==> config.mk <==
export PLATFORM = sky130hd
export DESIGN_NAME = sdcad_decode
export DESIGN_NICKNAME = d
export VERILOG_FILES = /design/src/rtl/sdcad_decode.v
export VERILOG_INCLUDE_DIRS = /design/src /design/src/rtl
export SDC_FILE = /design/constraint.sdc
export NUM_CORES = 1
export LEC_CHECK = 0
export ABC_AREA = 1
export BUFFER_PORTS_ARGS = -buffer_cell sky130_fd_sc_hd__clkbuf_2
export CAP_MARGIN = 15
export CORE_ASPECT_RATIO = 0.6
export CORE_MARGIN = 8
export CORE_UTILIZATION = 29
export CTS_BUF_LIST = sky130_fd_sc_hd__clkbuf_4 sky130_fd_sc_hd__clkbuf_8
export DETAILED_ROUTE_END_ITERATION = 12
export PLACE_DENSITY = 0.47
export SLEW_MARGIN = 15
export SYNTH_ARGS = -nofsm -noshare
export SYNTH_HDL_FRONTEND = slang
export SYNTH_SLANG_ARGS = --single-unit
==> constraint.sdc <==
create_clock -name clk -period 8.1 [get_ports clk]
set_input_delay 0.81 -clock clk [delete_from_list [all_inputs] [get_ports clk]]
set_output_delay 0.81 -clock clk [all_outputs]
set_load 0.01 [all_outputs]
==> src/rtl/sdcad_map.vh <==
`ifndef SDCAD_MAP_VH
`define SDCAD_MAP_VH
// Command codes {row_strobe_n, col_strobe_n, write_sel_n}
`define SDCAD_CMD_ROW_OPEN 3'h3
`define SDCAD_CMD_PRECHARGE 3'h2
`define SDCAD_CMD_WRITE 3'h4
`define SDCAD_CMD_READ 3'h5
`define SDCAD_CMD_MODE 3'h0
// Address field positions
`define SDCAD_AP_BIT 10
`define SDCAD_COL_MSB 8
// Bank states
`define SDCAD_BANK_IDLE 2'h0
`define SDCAD_BANK_ACTIVE 2'h1
`define SDCAD_BANK_PRECH 2'h2
// Precharge duration in cycles
`define SDCAD_PRECH_CYCLES 3'h2
`endif

==> src/rtl/sdcad_decode.v <==
`timescale 1ns/1ps
`include "sdcad_map.vh"
// Contract
// - Row-open captures all twelve address lines as the row address.
// - Read/write take column from low nine lines; bit 10 selects auto-precharge.
// - Bank, row and column select exactly one 16-bit word location.
// - Precharge with address bit 10 high precharges every bank.
// - Mode-load takes new mode settings from the address lines.
// - Strobes are registered on rising edges and form the command code.
// - Low chip select and row strobe, others high: open row, bank active.
// - Row strobe and write select low: precharge, bank idle after completion.
// - Column strobe low, row strobe high: write if write select low, else read.
// - Chip select high masks all command inputs for that cycle.
// - Byte mask disables read drivers and blocks write storage for that byte.
// - Data lines sampled and driven in step with rising clock edges.
// - Precharge with bit 10 low precharges only the selected bank.
module sdcad_decode #(
  parameter ADDR_W = 12,
  parameter COL_W = 9,
  parameter DATA_W = 16
) (
  input wire clk,
  input wire sys_rst,
  input wire chip_sel_n,
  input wire row_strobe_n,
  input wire col_strobe_n,
  input wire write_sel_n,
  input wire [1:0] bank_sel,
  input wire [ADDR_W-1:0] addr_lines,
  input wire lower_byte_mask,
  input wire upper_byte_mask,
  input wire [DATA_W-1:0] data_lines_in,
  output reg [DATA_W-1:0] data_lines_out,
  output reg [1:0] data_lines_oe,
  output reg row_open_cmd,
  output reg precharge_cmd,
  output reg read_cmd,
  output reg write_cmd,
  output reg mode_cmd,
  output reg [1:0] cmd_bank,
  output reg [ADDR_W-1:0] row_addr,
  output reg [COL_W-1:0] col_addr,
  output reg auto_precharge,
  output reg precharge_all,
  output reg [ADDR_W-1:0] mode_opcode,
  output reg [3:0] bank_active,
  output reg [ADDR_W+COL_W+1:0] word_addr,
  output reg [DATA_W-1:0] write_data,
  output reg [1:0] write_byte_en,
  output reg write_valid
);

  // Input synchronisers, first stage
  reg cs_s1_r;
  reg ras_s1_r;
  reg cas_s1_r;
  reg we_s1_r;
  reg ldm_s1_r;
  reg udm_s1_r;
  reg [1:0] ba_s1_r;
  reg [ADDR_W-1:0] a_s1_r;
  reg [DATA_W-1:0] dq_s1_r;
  // Second stage, the only stage that logic reads
  reg cs_s2_r;
  reg ras_s2_r;
  reg cas_s2_r;
  reg we_s2_r;
  reg ldm_s2_r;
  reg udm_s2_r;
  reg [1:0] ba_s2_r;
  reg [ADDR_W-1:0] a_s2_r;
  reg [DATA_W-1:0] dq_s2_r;

  // Bank state and precharge timers
  reg [1:0] bank_st_r [0:3];
  reg [2:0] prech_cnt_r [0:3];
  reg [ADDR_W-1:0] open_row_r [0:3];
  reg [DATA_W-1:0] rd_word;
  integer i;

  // Bank state codes
  localparam BANK_IDLE = 2'h0;
  localparam BANK_ACTIVE = 2'h1;
  localparam BANK_PRECH = 2'h2;

  // One command code test, a deselected cycle never matches
  function cmd_is;
    input [2:0] code;
    input [2:0] want;
    input live;
    begin
      cmd_is = live && (code == want);
    end
  endfunction

  // Lane enables {upper, lower}: a high mask shuts its lane
  function [1:0] lane_en;
    input upper_mask;
    input lower_mask;
    begin
      lane_en = {~upper_mask, ~lower_mask};
    end
  endfunction

  // Bank number match for commands aimed at one bank
  function bank_is;
    input [1:0] b;
    input [1:0] sel;
    begin
      bank_is = (b == sel);
    end
  endfunction

  // Command code of the current cycle, chip select masks everything
  // Burst stop and refresh codes match nothing here and fall through as no-ops
  wire [2:0] cmd_code = {ras_s2_r, cas_s2_r, we_s2_r};
  wire cmd_live = ~cs_s2_r;
  wire dec_act = cmd_is(cmd_code, `SDCAD_CMD_ROW_OPEN, cmd_live);
  wire dec_pre = cmd_is(cmd_code, `SDCAD_CMD_PRECHARGE, cmd_live);
  wire dec_wr = cmd_is(cmd_code, `SDCAD_CMD_WRITE, cmd_live);
  wire dec_rd = cmd_is(cmd_code, `SDCAD_CMD_READ, cmd_live);
  wire dec_mode = cmd_is(cmd_code, `SDCAD_CMD_MODE, cmd_live);
  wire ap_bit = a_s2_r[`SDCAD_AP_BIT];
  // Lane enables of the current cycle, shared by write capture and read drivers
  wire [1:0] lane_w = lane_en(udm_s2_r, ldm_s2_r);

  // Precharge target test for one bank
  function hits_bank;
    input [1:0] b;
    input [1:0] sel;
    input all;
    begin
      hits_bank = all | bank_is(b, sel);
    end
  endfunction

  // Two-flop synchronisation of every pin input
  always @(posedge clk or posedge sys_rst) begin
    if (sys_rst) begin
      cs_s1_r <= 1'b1;
      ras_s1_r <= 1'b1;
      cas_s1_r <= 1'b1;
      we_s1_r <= 1'b1;
      ldm_s1_r <= 1'b1;
      udm_s1_r <= 1'b1;
      ba_s1_r <= 2'h0;
      a_s1_r <= {ADDR_W{1'b0}};
      dq_s1_r <= {DATA_W{1'b0}};
    end else begin
      cs_s1_r <= chip_sel_n;
      ras_s1_r <= row_strobe_n;
      cas_s1_r <= col_strobe_n;
      we_s1_r <= write_sel_n;
      ldm_s1_r <= lower_byte_mask;
      udm_s1_r <= upper_byte_mask;
      ba_s1_r <= bank_sel;
      a_s1_r <= addr_lines;
      dq_s1_r <= data_lines_in;
    end
  end

  // Second synchroniser stage, loads deselect so reset never looks like a command
  always @(posedge clk or posedge sys_rst) begin
    if (sys_rst) begin
      cs_s2_r <= 1'b1;
      ras_s2_r <= 1'b1;
      cas_s2_r <= 1'b1;
      we_s2_r <= 1'b1;
      ldm_s2_r <= 1'b1;
      udm_s2_r <= 1'b1;
      ba_s2_r <= 2'h0;
      a_s2_r <= {ADDR_W{1'b0}};
      dq_s2_r <= {DATA_W{1'b0}};
    end else begin
      cs_s2_r <= cs_s1_r;
      ras_s2_r <= ras_s1_r;
      cas_s2_r <= cas_s1_r;
      we_s2_r <= we_s1_r;
      ldm_s2_r <= ldm_s1_r;
      udm_s2_r <= udm_s1_r;
      ba_s2_r <= ba_s1_r;
      a_s2_r <= a_s1_r;
      dq_s2_r <= dq_s1_r;
    end
  end

  // Read-back word: echo of the last written data stands in for the array
  always @* begin
    rd_word = write_data;
  end

  // Command decode outputs and address capture
  always @(posedge clk or posedge sys_rst) begin
    if (sys_rst) begin
      row_open_cmd <= 1'b0;
      precharge_cmd <= 1'b0;
      read_cmd <= 1'b0;
      write_cmd <= 1'b0;
      mode_cmd <= 1'b0;
      cmd_bank <= 2'h0;
      row_addr <= {ADDR_W{1'b0}};
      col_addr <= {COL_W{1'b0}};
      auto_precharge <= 1'b0;
      precharge_all <= 1'b0;
      mode_opcode <= {ADDR_W{1'b0}};
      word_addr <= {(ADDR_W+COL_W+2){1'b0}};
    end else begin
      row_open_cmd <= dec_act;
      precharge_cmd <= dec_pre;
      read_cmd <= dec_rd;
      write_cmd <= dec_wr;
      mode_cmd <= dec_mode;
      if (cmd_live) begin
        cmd_bank <= ba_s2_r;
      end
      if (dec_act) begin
        row_addr <= a_s2_r;
      end
      if (dec_rd || dec_wr) begin
        col_addr <= a_s2_r[`SDCAD_COL_MSB:0];
        auto_precharge <= ap_bit;
        word_addr <= {ba_s2_r, open_row_r[ba_s2_r], a_s2_r[`SDCAD_COL_MSB:0]};
      end
      if (dec_pre) begin
        precharge_all <= ap_bit;
      end
      if (dec_mode) begin
        mode_opcode <= a_s2_r;
      end
    end
  end

  // Bank state machines with precharge countdown
  always @(posedge clk or posedge sys_rst) begin
    if (sys_rst) begin
      for (i = 0; i < 4; i = i + 1) begin
        bank_st_r[i] <= BANK_IDLE;
        prech_cnt_r[i] <= 3'h0;
        open_row_r[i] <= {ADDR_W{1'b0}};
      end
      bank_active <= 4'h0;
    end else begin
      for (i = 0; i < 4; i = i + 1) begin
        case (bank_st_r[i])
          BANK_IDLE: begin
            // Opening an already open bank is ignored, the first row stays
            if (dec_act && bank_is(ba_s2_r, i[1:0])) begin
              bank_st_r[i] <= BANK_ACTIVE;
              open_row_r[i] <= a_s2_r;
            end
          end
          BANK_ACTIVE: begin
            // Auto-precharge closes the row right after its column command
            if ((dec_pre && hits_bank(i[1:0], ba_s2_r, ap_bit)) ||
                ((dec_rd || dec_wr) && ap_bit && bank_is(ba_s2_r, i[1:0]))) begin
              bank_st_r[i] <= BANK_PRECH;
              prech_cnt_r[i] <= `SDCAD_PRECH_CYCLES;
            end
          end
          BANK_PRECH: begin
            // Countdown ends in idle, a new open is refused until then
            if (prech_cnt_r[i] <= 3'h1) begin
              bank_st_r[i] <= BANK_IDLE;
              prech_cnt_r[i] <= 3'h0;
            end else begin
              prech_cnt_r[i] <= prech_cnt_r[i] - 3'h1;
            end
          end
          default: begin
            bank_st_r[i] <= BANK_IDLE;
          end
        endcase
        // Visible state lags the internal state by one edge
        bank_active[i] <= (bank_st_r[i] == BANK_ACTIVE);
      end
    end
  end

  // Write capture: a masked byte keeps the old contents of the word
  always @(posedge clk or posedge sys_rst) begin
    if (sys_rst) begin
      write_data <= {DATA_W{1'b0}};
      write_byte_en <= 2'h0;
      write_valid <= 1'b0;
    end else begin
      write_valid <= dec_wr;
      write_byte_en <= dec_wr ? lane_w : 2'h0;
      if (dec_wr && lane_w[0]) begin
        write_data[7:0] <= dq_s2_r[7:0];
      end
      if (dec_wr && lane_w[1]) begin
        write_data[DATA_W-1:8] <= dq_s2_r[DATA_W-1:8];
      end
    end
  end

  // Read drivers: enables stand for the read cycle only, one per unmasked lane
  always @(posedge clk or posedge sys_rst) begin
    if (sys_rst) begin
      data_lines_out <= {DATA_W{1'b0}};
      data_lines_oe <= 2'h0;
    end else begin
      data_lines_out <= rd_word;
      data_lines_oe <= dec_rd ? lane_w : 2'h0;
    end
  end

endmodule // sdcad_decode

==> results.md, run 1 <==
* Post-CTS setup repair buffer count at 0
* CTS Buf Count at 38
* Largest cells by area after synthesis: dfrtp_1 67%, nand2_1 12%, dfstp_2 3.8%, o21ai_1 3.6%, inv_1 1.9%
* Placement Rows at 48
* Peak Freq at 472 MHz
* Starting Density at 29.2%
* Util after Layout at 35.7%
* Synth top area share at 67.4%
* Resized cells post-CTS at 0
* Die width at 235 um
* Post-Syn Nets at 802
* Multi-input logic area at approximately 2000 sq um
* Worst Setup Start Kind: flop
* Placed inst area at roughly 9300 sq um
* Hold buffers post-CTS at 0
* Area leader, netlist: dfrtp_1
* Crit path capture type: flop
* Fin cells at 1311
* Clock Sinks at 236
* Largest net degree at the start of global routing at 112
* Global-route wire length before repair at 33.6 mm
* Most frequent cells in the layout: 269 x nand2_1, 224 x dfrtp_1, 143 x clkbuf_2
* Critical path fanouts, max at 40
* HPWL after DPL at 14.1 mm
* Clk pin slew, worst setup/hold paths at 0.06 ns
* Crit path required time at 8.57 ns
* Synth unique cells at 24
* Placer Congestion at 0.737
* WL/cell at 15.9 um
* PD cells at 294 nW/um^2
* Max_cap viols at 0
* Synthesized flop and latch total at 236
* Drt first pass iters at 5
* Die area at 34500 sq um
* DR iter-0 viols at approximately 460
* Final hold vios at 0
* Fillers at 2939
* Worst R2R Path Depth at 8
* Register area share after synthesis at 71.2%
* Pre-CTS WS at 5.63 ns
* Most common cell after layout, fill and taps aside: nand2_1
* Fin crit share at 26.2%
* Final Worst Setup Slack at 5.98 ns
* Syn Area/Cell at between 10 and 15 sq um
* Die Span Y at 147 um
* CTS tree: yes
* # placed instances at 1244
* # IOs at 144
* Vias in the first global route at 5593
* Worst slew pin tran at 0.959 ns
* Max Slew Vio Count at 0
* Setup skew after layout at approximately 0.016 ns
* Slew margin rel. at 35.9%
* Initial antenna violation count at 2
* Area Overhead vs Synth at 22.3%
* Status: completed
* Final min period at 2.12 ns
* # DRC at 0
* Min-Delay Path Class: flop to flop
* NumNets Final at approximately 960
* Setup-failing EPs final at 0
* PortBufs at 143
* Core footprint at 28500 sq um
* Post-Route Setup TNS at 0 ns
* Worst hold stages at 0
* Vias per std cell at 4.24
* Fin area at ~10000 sq um
* Clk root buf: clkbuf_8
* GR Util All Layers at 12.2%
* DR vias at 5561
* Tot Pwr at 2.99 mW
* Pleak at ~5.3 nW
* Synthesized cell area at 8320 sq um
* Yosys warns at 0
* Largest buffer count on any clock path at 3
* GR Overflow Total at 0
* WP data arrival at ~2.6 ns
* H-tree Lvls at 2
* Register area at 5920 sq um
* Detailed-route wire length at 20.8 mm
* WS Path Type: flop to flop
* Skew-Pair Late Insertion Delay at 0.54 ns
* Diode count at 0
* Layout cells sized above 1 at 25.7%
* Hold Slack at 0.341 ns
* Cells after Synth at 756
* Worst vdd ir at around 0.00012 V
* RSZ-0062 raised after global routing: no
* Antenna Nets Post-Route at 0
final timing paths:
path	slack (ns)	to	startpoint
max	5.98	write_data[1]	ras_s2_r
min	0.34	dq_s2_r[8]	dq_s1_r[8]
max reg2reg	5.98	write_data[1]	ras_s2_r
min reg2reg	0.34	dq_s2_r[8]	dq_s1_r[8]
max in group asynchronous	6.29	open_row_r[2]	sys_rst
min in group asynchronous	0.43	data_lines_out[14]	sys_rst
per-layer routing:
metal	up-vias	global-route usage (%)	share of wire [%]
li1	2710	-	-
met1	2668	18.5	51
met2	149	16.4	41
met3	32	3.61	6.2
met4	2	3.46	1.6
met5	-	0	0.062
sequential cells by signal (all words and copies together) (netlist names), 4 cells and up:
register        count
open_row_r         48
data_lines_out     16
dq_s1_r            16
dq_s2_r            16
write_data         16
word_addr          15
a_s1_r             12
a_s2_r             12
mode_opcode        12
prech_cnt_r        12
row_addr           12
bank_st_r           8
col_addr            8
bank_active         4
report_power, final:
part	leakage [nW]	switching (mW)	internal (mW)
Sequential	2.95	0.102	1.35
Clock	0.444	0.469	0.659
Combinational	1.88	0.249	0.163
worst max-delay path: stages (launching register included):
cell and delay [ns]:
dfstp_2 0.54, nand2_2 0.07, nor2_4 0.38, inv_2 0.43, nor2_4 0.28, nand2_4 0.14
clkinv_4 0.11, nand2_1 0.06, nand2_1 0.05
synth_stat cells:
| cell type | n |
|---|---|
| a22oi_1 | 3 |
| buf_2 | 11 |
| buf_4 | 10 |
| buf_6 | 4 |
| clkbuf_1 | 7 |
| clkinv_4 | 2 |
| dfrtp_1 | 224 |
| dfstp_2 | 12 |
| ha_1 | 8 |
| inv_1 | 42 |
| inv_2 | 4 |
| nand2_1 | 269 |
| nand2_2 | 5 |
| nand2_4 | 2 |
| nand3_1 | 27 |
| nand4_1 | 9 |
| nor2_1 | 9 |
| nor2_4 | 3 |
| nor3_1 | 6 |
| o211ai_1 | 4 |
| o21ai_0 | 27 |
| o21ai_1 | 60 |
| o21bai_1 | 4 |
| xor2_1 | 4 |
kinds of logic after synthesis:
| logic type | count (synthesis) | synth area share, % |
|---|---|---|
| xor gates and xnor gates | 4 | 0.421 |
| DFF | 236 | 71.2 |
| and+or+nand+nor | 330 | 16.3 |
| buffers and inverters | 80 | 4.71 |
| AOI/OAI and AO/OA | 98 | 6.23 |
| adders and majority gates | 8 | 1.20 |
area by class of cell:
type | count | area share [%]
repair buffers | 145 | 7.18
clock buffers | 60 | 7.44
clock inverters | 7 | 0.922
well taps | 375 | 4.61
inverters | 48 | 1.94
multi-input cells | 440 | 19.7
flip-flops and latches | 236 | 58.2
(Power assumes the default switching activity.)
==> run 2: changes to the inputs <==
==> constraint.sdc (replaced) <==
create_clock -name clk -period 2 [get_ports clk]
set_input_delay 0.2 -clock clk [delete_from_list [all_inputs] [get_ports clk]]
set_output_delay 0.2 -clock clk [all_outputs]
set_load 0.01 [all_outputs]
==> run 2 against run 1 <==
  * Sequential power increased to 4.1 times the previous value
  * Register-to-register slack got worse by 5.8 ns
  * Combinational power increased to 4.4 times the previous value
  * Clock power increased to 3.8 times the previous value
  * Count of clock-buffer cells in the layout decreased by 3
  * Setup slack got worse by 5.8 ns
  * Non-clock buffer count increased by 61
  * Sequential share of layout area decreased by 2.9 points
  * Die area unchanged
  * Largest cell class unchanged
  * Wire length increased by 7.6%
  * Clock skew increased by 0.017 ns
==> results.md, run 2 (same netlist as run 1, synthesis figures left out) <==
* Flop2flop setup slack at 0.16 ns (-5.82 ns)
* Vias per std cell at 4.24 (about the same)
* Most frequent cells in the layout: 269 x nand2_1, 224 x dfrtp_1, 143 x clkbuf_2
* Max Slew Vio Count at 0 (unchanged)
* Setup skew after layout at 0.0324 ns (+0.0165 ns)
* Starting Density at 29.2% (unchanged)
* Initial antenna violation count at 0 (-2)
* Pre-CTS WS at 0.173 ns (-5.46 ns)
* Top reg by flops: open_row_r
* Worst vdd ir at 0.000363 V (+200%)
* GR Overflow Total at 0 (unchanged)
* Global-route wire length before repair at 35.3 mm (+5.2%)
* Final Worst Setup Slack at 0.155 ns (-5.82 ns)
* Clk pin slew, worst setup/hold paths at 0.06 ns (about the same)
* Fin crit share at 92.2% (+66 points)
* PortBufs at 143 (unchanged)
* Worst Path Buf+Inv at 3 (+1)
* Worst setup startpoint: cs_s2_r
* Crit path capture type: flop
* Layout cells sized above 1 at 26.7% (+0.98 points)
* Worst path cell trace: inv_2 > nand2_2 > nor2_4 > inv_2 > buf_4 > nand2_1 > o21ai_0
* Max FFs per register at 48 (unchanged)
* Max_cap viols at 0 (unchanged)
* CTS tree: yes
* Vias in the first global route at 5909 (+5.6%)
* Tot Pwr at 12.0 mW (+300%)
* Diode count at 0 (unchanged)
* Worst Setup Start Kind: flop
* Hold Slack at 0.174 ns (-0.167 ns)
* Detailed-route wire length at 22.4 mm (+7.6%)
* Pleak at 5.53 nW (+4.8%)
* DR vias at 5824 (+4.7%)
* WP data arrival at 2.24 ns (-0.35 ns)
* Largest stage delay, worst path at 0.59 ns (+0.05 ns)
* Most frequent CP cell: inv_2
* Die Span Y at 147 um (unchanged)
* Crit path max-delay family: flip-flops
* Most common cell after layout, fill and taps aside: nand2_1
* Status: completed
* Die width at 235 um (unchanged)
* Antenna Nets Post-Route at 0 (unchanged)
* Util after Layout at 37.6% (+1.9 points)
* RR Startpoint: cs_s2_r
* Die area at 34500 sq um (unchanged)
* Critical path fanouts, max at 39 (-2.5%)
* Largest buffer count on any clock path at 3 (unchanged)
* HPWL after DPL at 15.2 mm (+7.6%)
* PD cells at 1120 nW/um^2 (+280%)
* Worst R2R Path Depth at 7 (-1)
* Clk root buf: clkbuf_8
* RSZ-0062 raised after global routing: no
* CTS Buf Count at 39 (+2.6%)
* Core footprint at 28500 sq um (unchanged)
* Drt first pass iters at 5 (unchanged)
* Area Overhead vs Synth at 28.8%
* Setup-failing EPs final at 0 (unchanged)
* Min-Delay Path Class: input pin to asynchronous set/reset pin
* Placer Congestion at 0.766 (+3.9%)
* WS Path Type: flop to flop
* # DRC at 0 (unchanged)
* Clock Sinks at 236 (unchanged)
* Skew-Pair Late Insertion Delay at 0.56 ns (+0.02 ns)
* DR iter-0 viols at 355 (-22%)
* GR Util All Layers at 13.0% (+0.76 points)
* Slowest CP cell: dfstp_2
* Peak Freq at 542 MHz (+15%)
* Crit path required time at 2.40 ns (-6.17 ns)
* H-tree Lvls at 2 (unchanged)
* RR Endpoint: word_addr[22]
* Slew margin rel. at 64.8% (+29 points)
* NumNets Final at 1017 (+6.5%)
* WL/cell at 16.3 um (+2.6%)
* Worst slew pin tran at 0.527 ns (-0.431 ns)
* Placement Rows at 48 (unchanged)
* Final hold vios at 0 (unchanged)
* Final min period at 1.84 ns (-0.276 ns)
* # IOs at 144 (unchanged)
* Largest net degree at the start of global routing at 71 (-37%)
-- run 2: cell count changes in the layout (fill, tap and decap cells not counted), sizes merged --
cell / delta
clkinv: +6
buf: +24
inv: -2
dlygate4sd3: +37
clkinvlp: +3
clkbuf: -3
bufinv: -2
-- run 2: per-stage QoR --
step | std cells | area, sq um | TNS, ns
after floorplan | 756 | 8320 | -292.92
after CTS | 1374 | 10700 | 0
after global placement | 1268 | 9560 | 0
after detailed placement | 1268 | 9560 | 0
final | 1374 | 10700 | 0
after global routing | 1374 | 10700 | 0
-- run 2: layout make-up --
| cell class | count | area, sq um |
|---|---|---|
| clock buffer | 57 | 709 |
| multi-input combinational | 440 | 2010 |
| fill | 2867 | 17800 |
| timing repair buffer | 206 | 1340 |
| inverter | 48 | 194 |
| tap | 375 | 469 |
| clock inverter | 12 | 70.1 |
| sequential | 236 | 5920 |
-- run 2: per-layer routing --
| metal | up-vias | share of wire, % | track usage [%] |
|---|---|---|---|
| met2 | 137 | 39 | 17.1 |
| met4 | 0 | 2.4 | 4.36 |
| li1 | 2837 | - | - |
| met1 | 2802 | 52 | 19.9 |
| met3 | 48 | 5.8 | 3.52 |
| met5 | - | 0 | 0 |
-- run 2: power breakdown --
part / total (mW) / internal (mW) / switching, mW
clock: 4.27 / 2.29 / 1.98
sequential: 5.89 / 5.47 / 0.419
combinational: 1.80 / 0.751 / 1.04
-- run 2: how the worst max path moves through the flow --
stage	to	slack, ns	cells past startpoint
after floorplan	a_s1_r[0]	-1.28	1
after global placement	word_addr[22]	0.11	7
after detailed placement	word_addr[22]	0.17	7
after CTS	word_addr[22]	0.18	7
after global routing	word_addr[22]	0.06	7
final	word_addr[22]	0.16	7
-- run 2: timing repair --
item	4_1_cts	5_1_grt
endpoints found under the hold margin	117	0
hold buffers	37	0
gates resized for setup	0	0
setup buffers	0	0
-- run 2: worst min-delay path: cells and delay by family --
family	cells	cell delay (ns)
buffers and inverters	3	0.92
==> run 3: changes to the inputs <==
--- a/config.mk
+++ b/config.mk
@@ -9,12 +9,14 @@
 export ABC_AREA = 1
 export BUFFER_PORTS_ARGS = -buffer_cell sky130_fd_sc_hd__clkbuf_2
 export CAP_MARGIN = 15
+export CELL_PAD_IN_SITES_DETAIL_PLACEMENT = 0
+export CELL_PAD_IN_SITES_GLOBAL_PLACEMENT = 2
 export CORE_ASPECT_RATIO = 0.6
 export CORE_MARGIN = 8
 export CORE_UTILIZATION = 29
 export CTS_BUF_LIST = sky130_fd_sc_hd__clkbuf_4 sky130_fd_sc_hd__clkbuf_8
 export DETAILED_ROUTE_END_ITERATION = 12
-export PLACE_DENSITY = 0.47
+export PLACE_DENSITY = 0.66
 export SLEW_MARGIN = 15
 export SYNTH_ARGS = -nofsm -noshare
 export SYNTH_HDL_FRONTEND = slang
==> run 3 against run 2 <==
  * Non-clock buffer count is 11 lower
  * Wire length is 3.6% lower
  * Critical path type unchanged
  * Final area is 0.54% lower
  * Combinational power hardly changed
  * Setup slack better by 0.14 ns
==> results.md, run 3 (same netlist as run 1, synthesis figures left out) <==
* Largest net degree at the start of global routing at 71 (unchanged)
* Crit path required time at 2.40 ns (about the same)
* Largest stage delay, worst path at 0.58 ns (about the same)
* Setup-failing EPs final at 0 (unchanged)
* CTS tree: yes
* Global-route wire length before repair at 34.3 mm (-2.8%)
* Crit path capture type: flop
* GR Util All Layers at 12.5% (-0.52 points)
* Final hold vios at 0 (unchanged)
* Starting Density at 29.2% (unchanged)
* Most frequent cells in the layout: 269 x nand2_1, 224 x dfrtp_1, 143 x clkbuf_2
* Met2 usage at 16.9% (-0.17 points)
* DR iter-0 viols at 339 (-4.5%)
* Switching power at 3.38 mW (-1.8%)
* RSZ-0062 raised after global routing: no
* WL/cell at 15.8 um (-2.9%)
* # DRC at 0 (unchanged)
* Hold buffers post-CTS at 37 (unchanged)
* Clk root buf: clkbuf_8
* Internal power at 8.64 mW (+1.5%)
* Worst slew pin tran at 0.570 ns (+0.0432 ns)
* Worst Setup Start Kind: flop
* Fin crit share at 85.4% (-6.8 points)
* Worst R2R Path Depth at 5 (-2)
* Final min period at 1.71 ns (-0.137 ns)
* Max FFs per register at 48 (unchanged)
* Max_cap viols at 0 (unchanged)
* Most common cell after layout, fill and taps aside: nand2_1
* CTS Buf Count at 38 (-2.6%)
* Critical path fanouts, max at 25 (-36%)
* Worst vdd ir at 0.000481 V (+33%)
* PD cells at 1130 nW/um^2 (+1.1%)
* HPWL after DPL at 14.6 mm (-3.9%)
* H-tree Lvls at 2 (unchanged)
* Gr busiest metal: met1
* Core footprint at 28500 sq um (unchanged)
* # IOs at 144 (unchanged)
* Worst path cell trace: inv_2 > nor2_4 > nand2_2 > nand2_1 > o21ai_1
* DR vias at 5678 (-2.5%)
* Status: completed
* Detailed-route wire length at 21.6 mm (-3.6%)
* Met3 usage in global routing at 3.55% (+0.037 points)
* Skew-Pair Late Insertion Delay at 0.54 ns (-0.02 ns)
* GR Layer Usage met1 at 18.8% (-1.0 points)
* Layout cells sized above 1 at 25.9% (-0.82 points)
* Post-Route Setup TNS at 0 ns (unchanged)
* Clock Sinks at 236 (unchanged)
* Vias in the first global route at 5705 (-3.5%)
* Flop2flop setup slack at 0.29 ns (+0.14 ns)
* Clock Power Share at 36.3% (+0.6 points)
* Drt first pass iters at 5 (unchanged)
* Setup skew after layout at 0.0147 ns (-0.0177 ns)
* Max Slew Vio Count at 0 (unchanged)
* Placement Rows at 48 (unchanged)
* WP data arrival at 2.11 ns (-0.13 ns)
* Resized cells post-CTS at 0 (unchanged)
* RR Endpoint: open_row_r[23]
* Diode count at 0 (unchanged)
* Slew margin rel. at 61.9% (-2.9 points)
* Die Span Y at 147 um (unchanged)
* Logic pwr share at 14.7% (-0.3 points)
* Largest buffer count on any clock path at 3 (unchanged)
* Pleak at 5.51 nW (-0.46%)
* RR Startpoint: we_s2_r
* Flop pwr share at 49.0% (-0.3 points)
* Slowest CP cell: dfstp_2
* Hold Slack at 0.162 ns (-0.0119 ns)
* Initial antenna violation count at 0 (unchanged)
* Vias per std cell at 4.17 (-1.7%)
* Top reg by flops: open_row_r
* Post-CTS setup repair buffer count at 0 (unchanged)
* NumNets Final at 1005 (-1.2%)
* Min-Delay Path Class: input pin to asynchronous set/reset pin
* Sw Ratio at 28.1% (-0.66 points)
* WS Path Type: flop to flop
* PortBufs at 143 (unchanged)
* Area Overhead vs Synth at 28.1%
* Peak Freq at 585 MHz (+8.0%)
* Antenna Nets Post-Route at 0 (unchanged)
* Die area at 34500 sq um (unchanged)
* GR Overflow Total at 0 (unchanged)
* Die width at 235 um (unchanged)
* Clk pin slew, worst setup/hold paths at 0.06 ns (about the same)
* Placer Congestion at 0.742 (-3.1%)
==> run 3: critical path, delay by kind of cell, from the launching register on <==
kind	cells	cell delay, ns
flip-flops	1	0.58
buffers and inverters	1	0.09
AND/OR/NAND/NOR	3	0.82
AO/OA/AOI/OAI	1	0.07
==> run 3: layout make-up <==
cell class	count	area, sq um
sequential	236	5920
fill	2884	17800
inverter	48	194
multi-input combinational	440	2010
tap	375	469
clock inverter	8	40.0
clock buffer	61	764
timing repair buffer	195	1260
==> run 3: how the worst max path moves through the flow <==
stage	startpoint	end	slack, ns	depth (start not counted)
6_report	we_s2_r	open_row_r[23]	0.29	5
5_1_grt	we_s2_r	open_row_r[18]	0.12	5
4_1_cts	we_s2_r	open_row_r[23]	0.26	5
3_5_place_dp	we_s2_r	open_row_r[21]	0.26	5
3_3_place_gp	we_s2_r	open_row_r[20]	0.29	5
2_1_floorplan	sys_rst	a_s1_r[0]	-1.28	1
==> run 3: power by group through the flow <==
stage / Sequential, mW / Clock, mW / Combinational, mW
final: 5.88 / 4.36 / 1.77
after global routing: 5.98 / 4.76 / 2.01
after CTS: 5.89 / 4.54 / 1.83
after detailed placement: 5.97 / 0 / 1.76
after global placement: 5.97 / 0 / 1.76
after floorplan: 6.04 / 0 / 0.901
==> run 3: layer usage <==
| metal | share of wire (%) | up-vias |
|---|---|---|
| met5 | 0 | - |
| met4 | 1.6 | 0 |
| met1 | 52 | 2723 |
| met2 | 41 | 107 |
| met3 | 5.2 | 38 |
| li1 | - | 2810 |
==> run 3: stage by stage <==
stage / std cells / utilization, % / instance area, sq um / total power [mW] / setup WS (ns)
2_1_floorplan: 756 / - / 8320 / 6.94 / -1.28
3_3_place_gp: 1257 / 33.3 / 9480 / 7.73 / 0.293
3_5_place_dp: 1257 / 33.3 / 9480 / 7.73 / 0.259
4_1_cts: 1363 / 37.4 / 10700 / 12.3 / 0.263
5_1_grt: 1363 / 37.4 / 10700 / 12.8 / 0.115
6_report: 1363 / 37.4 / 10700 / 12.0 / 0.292
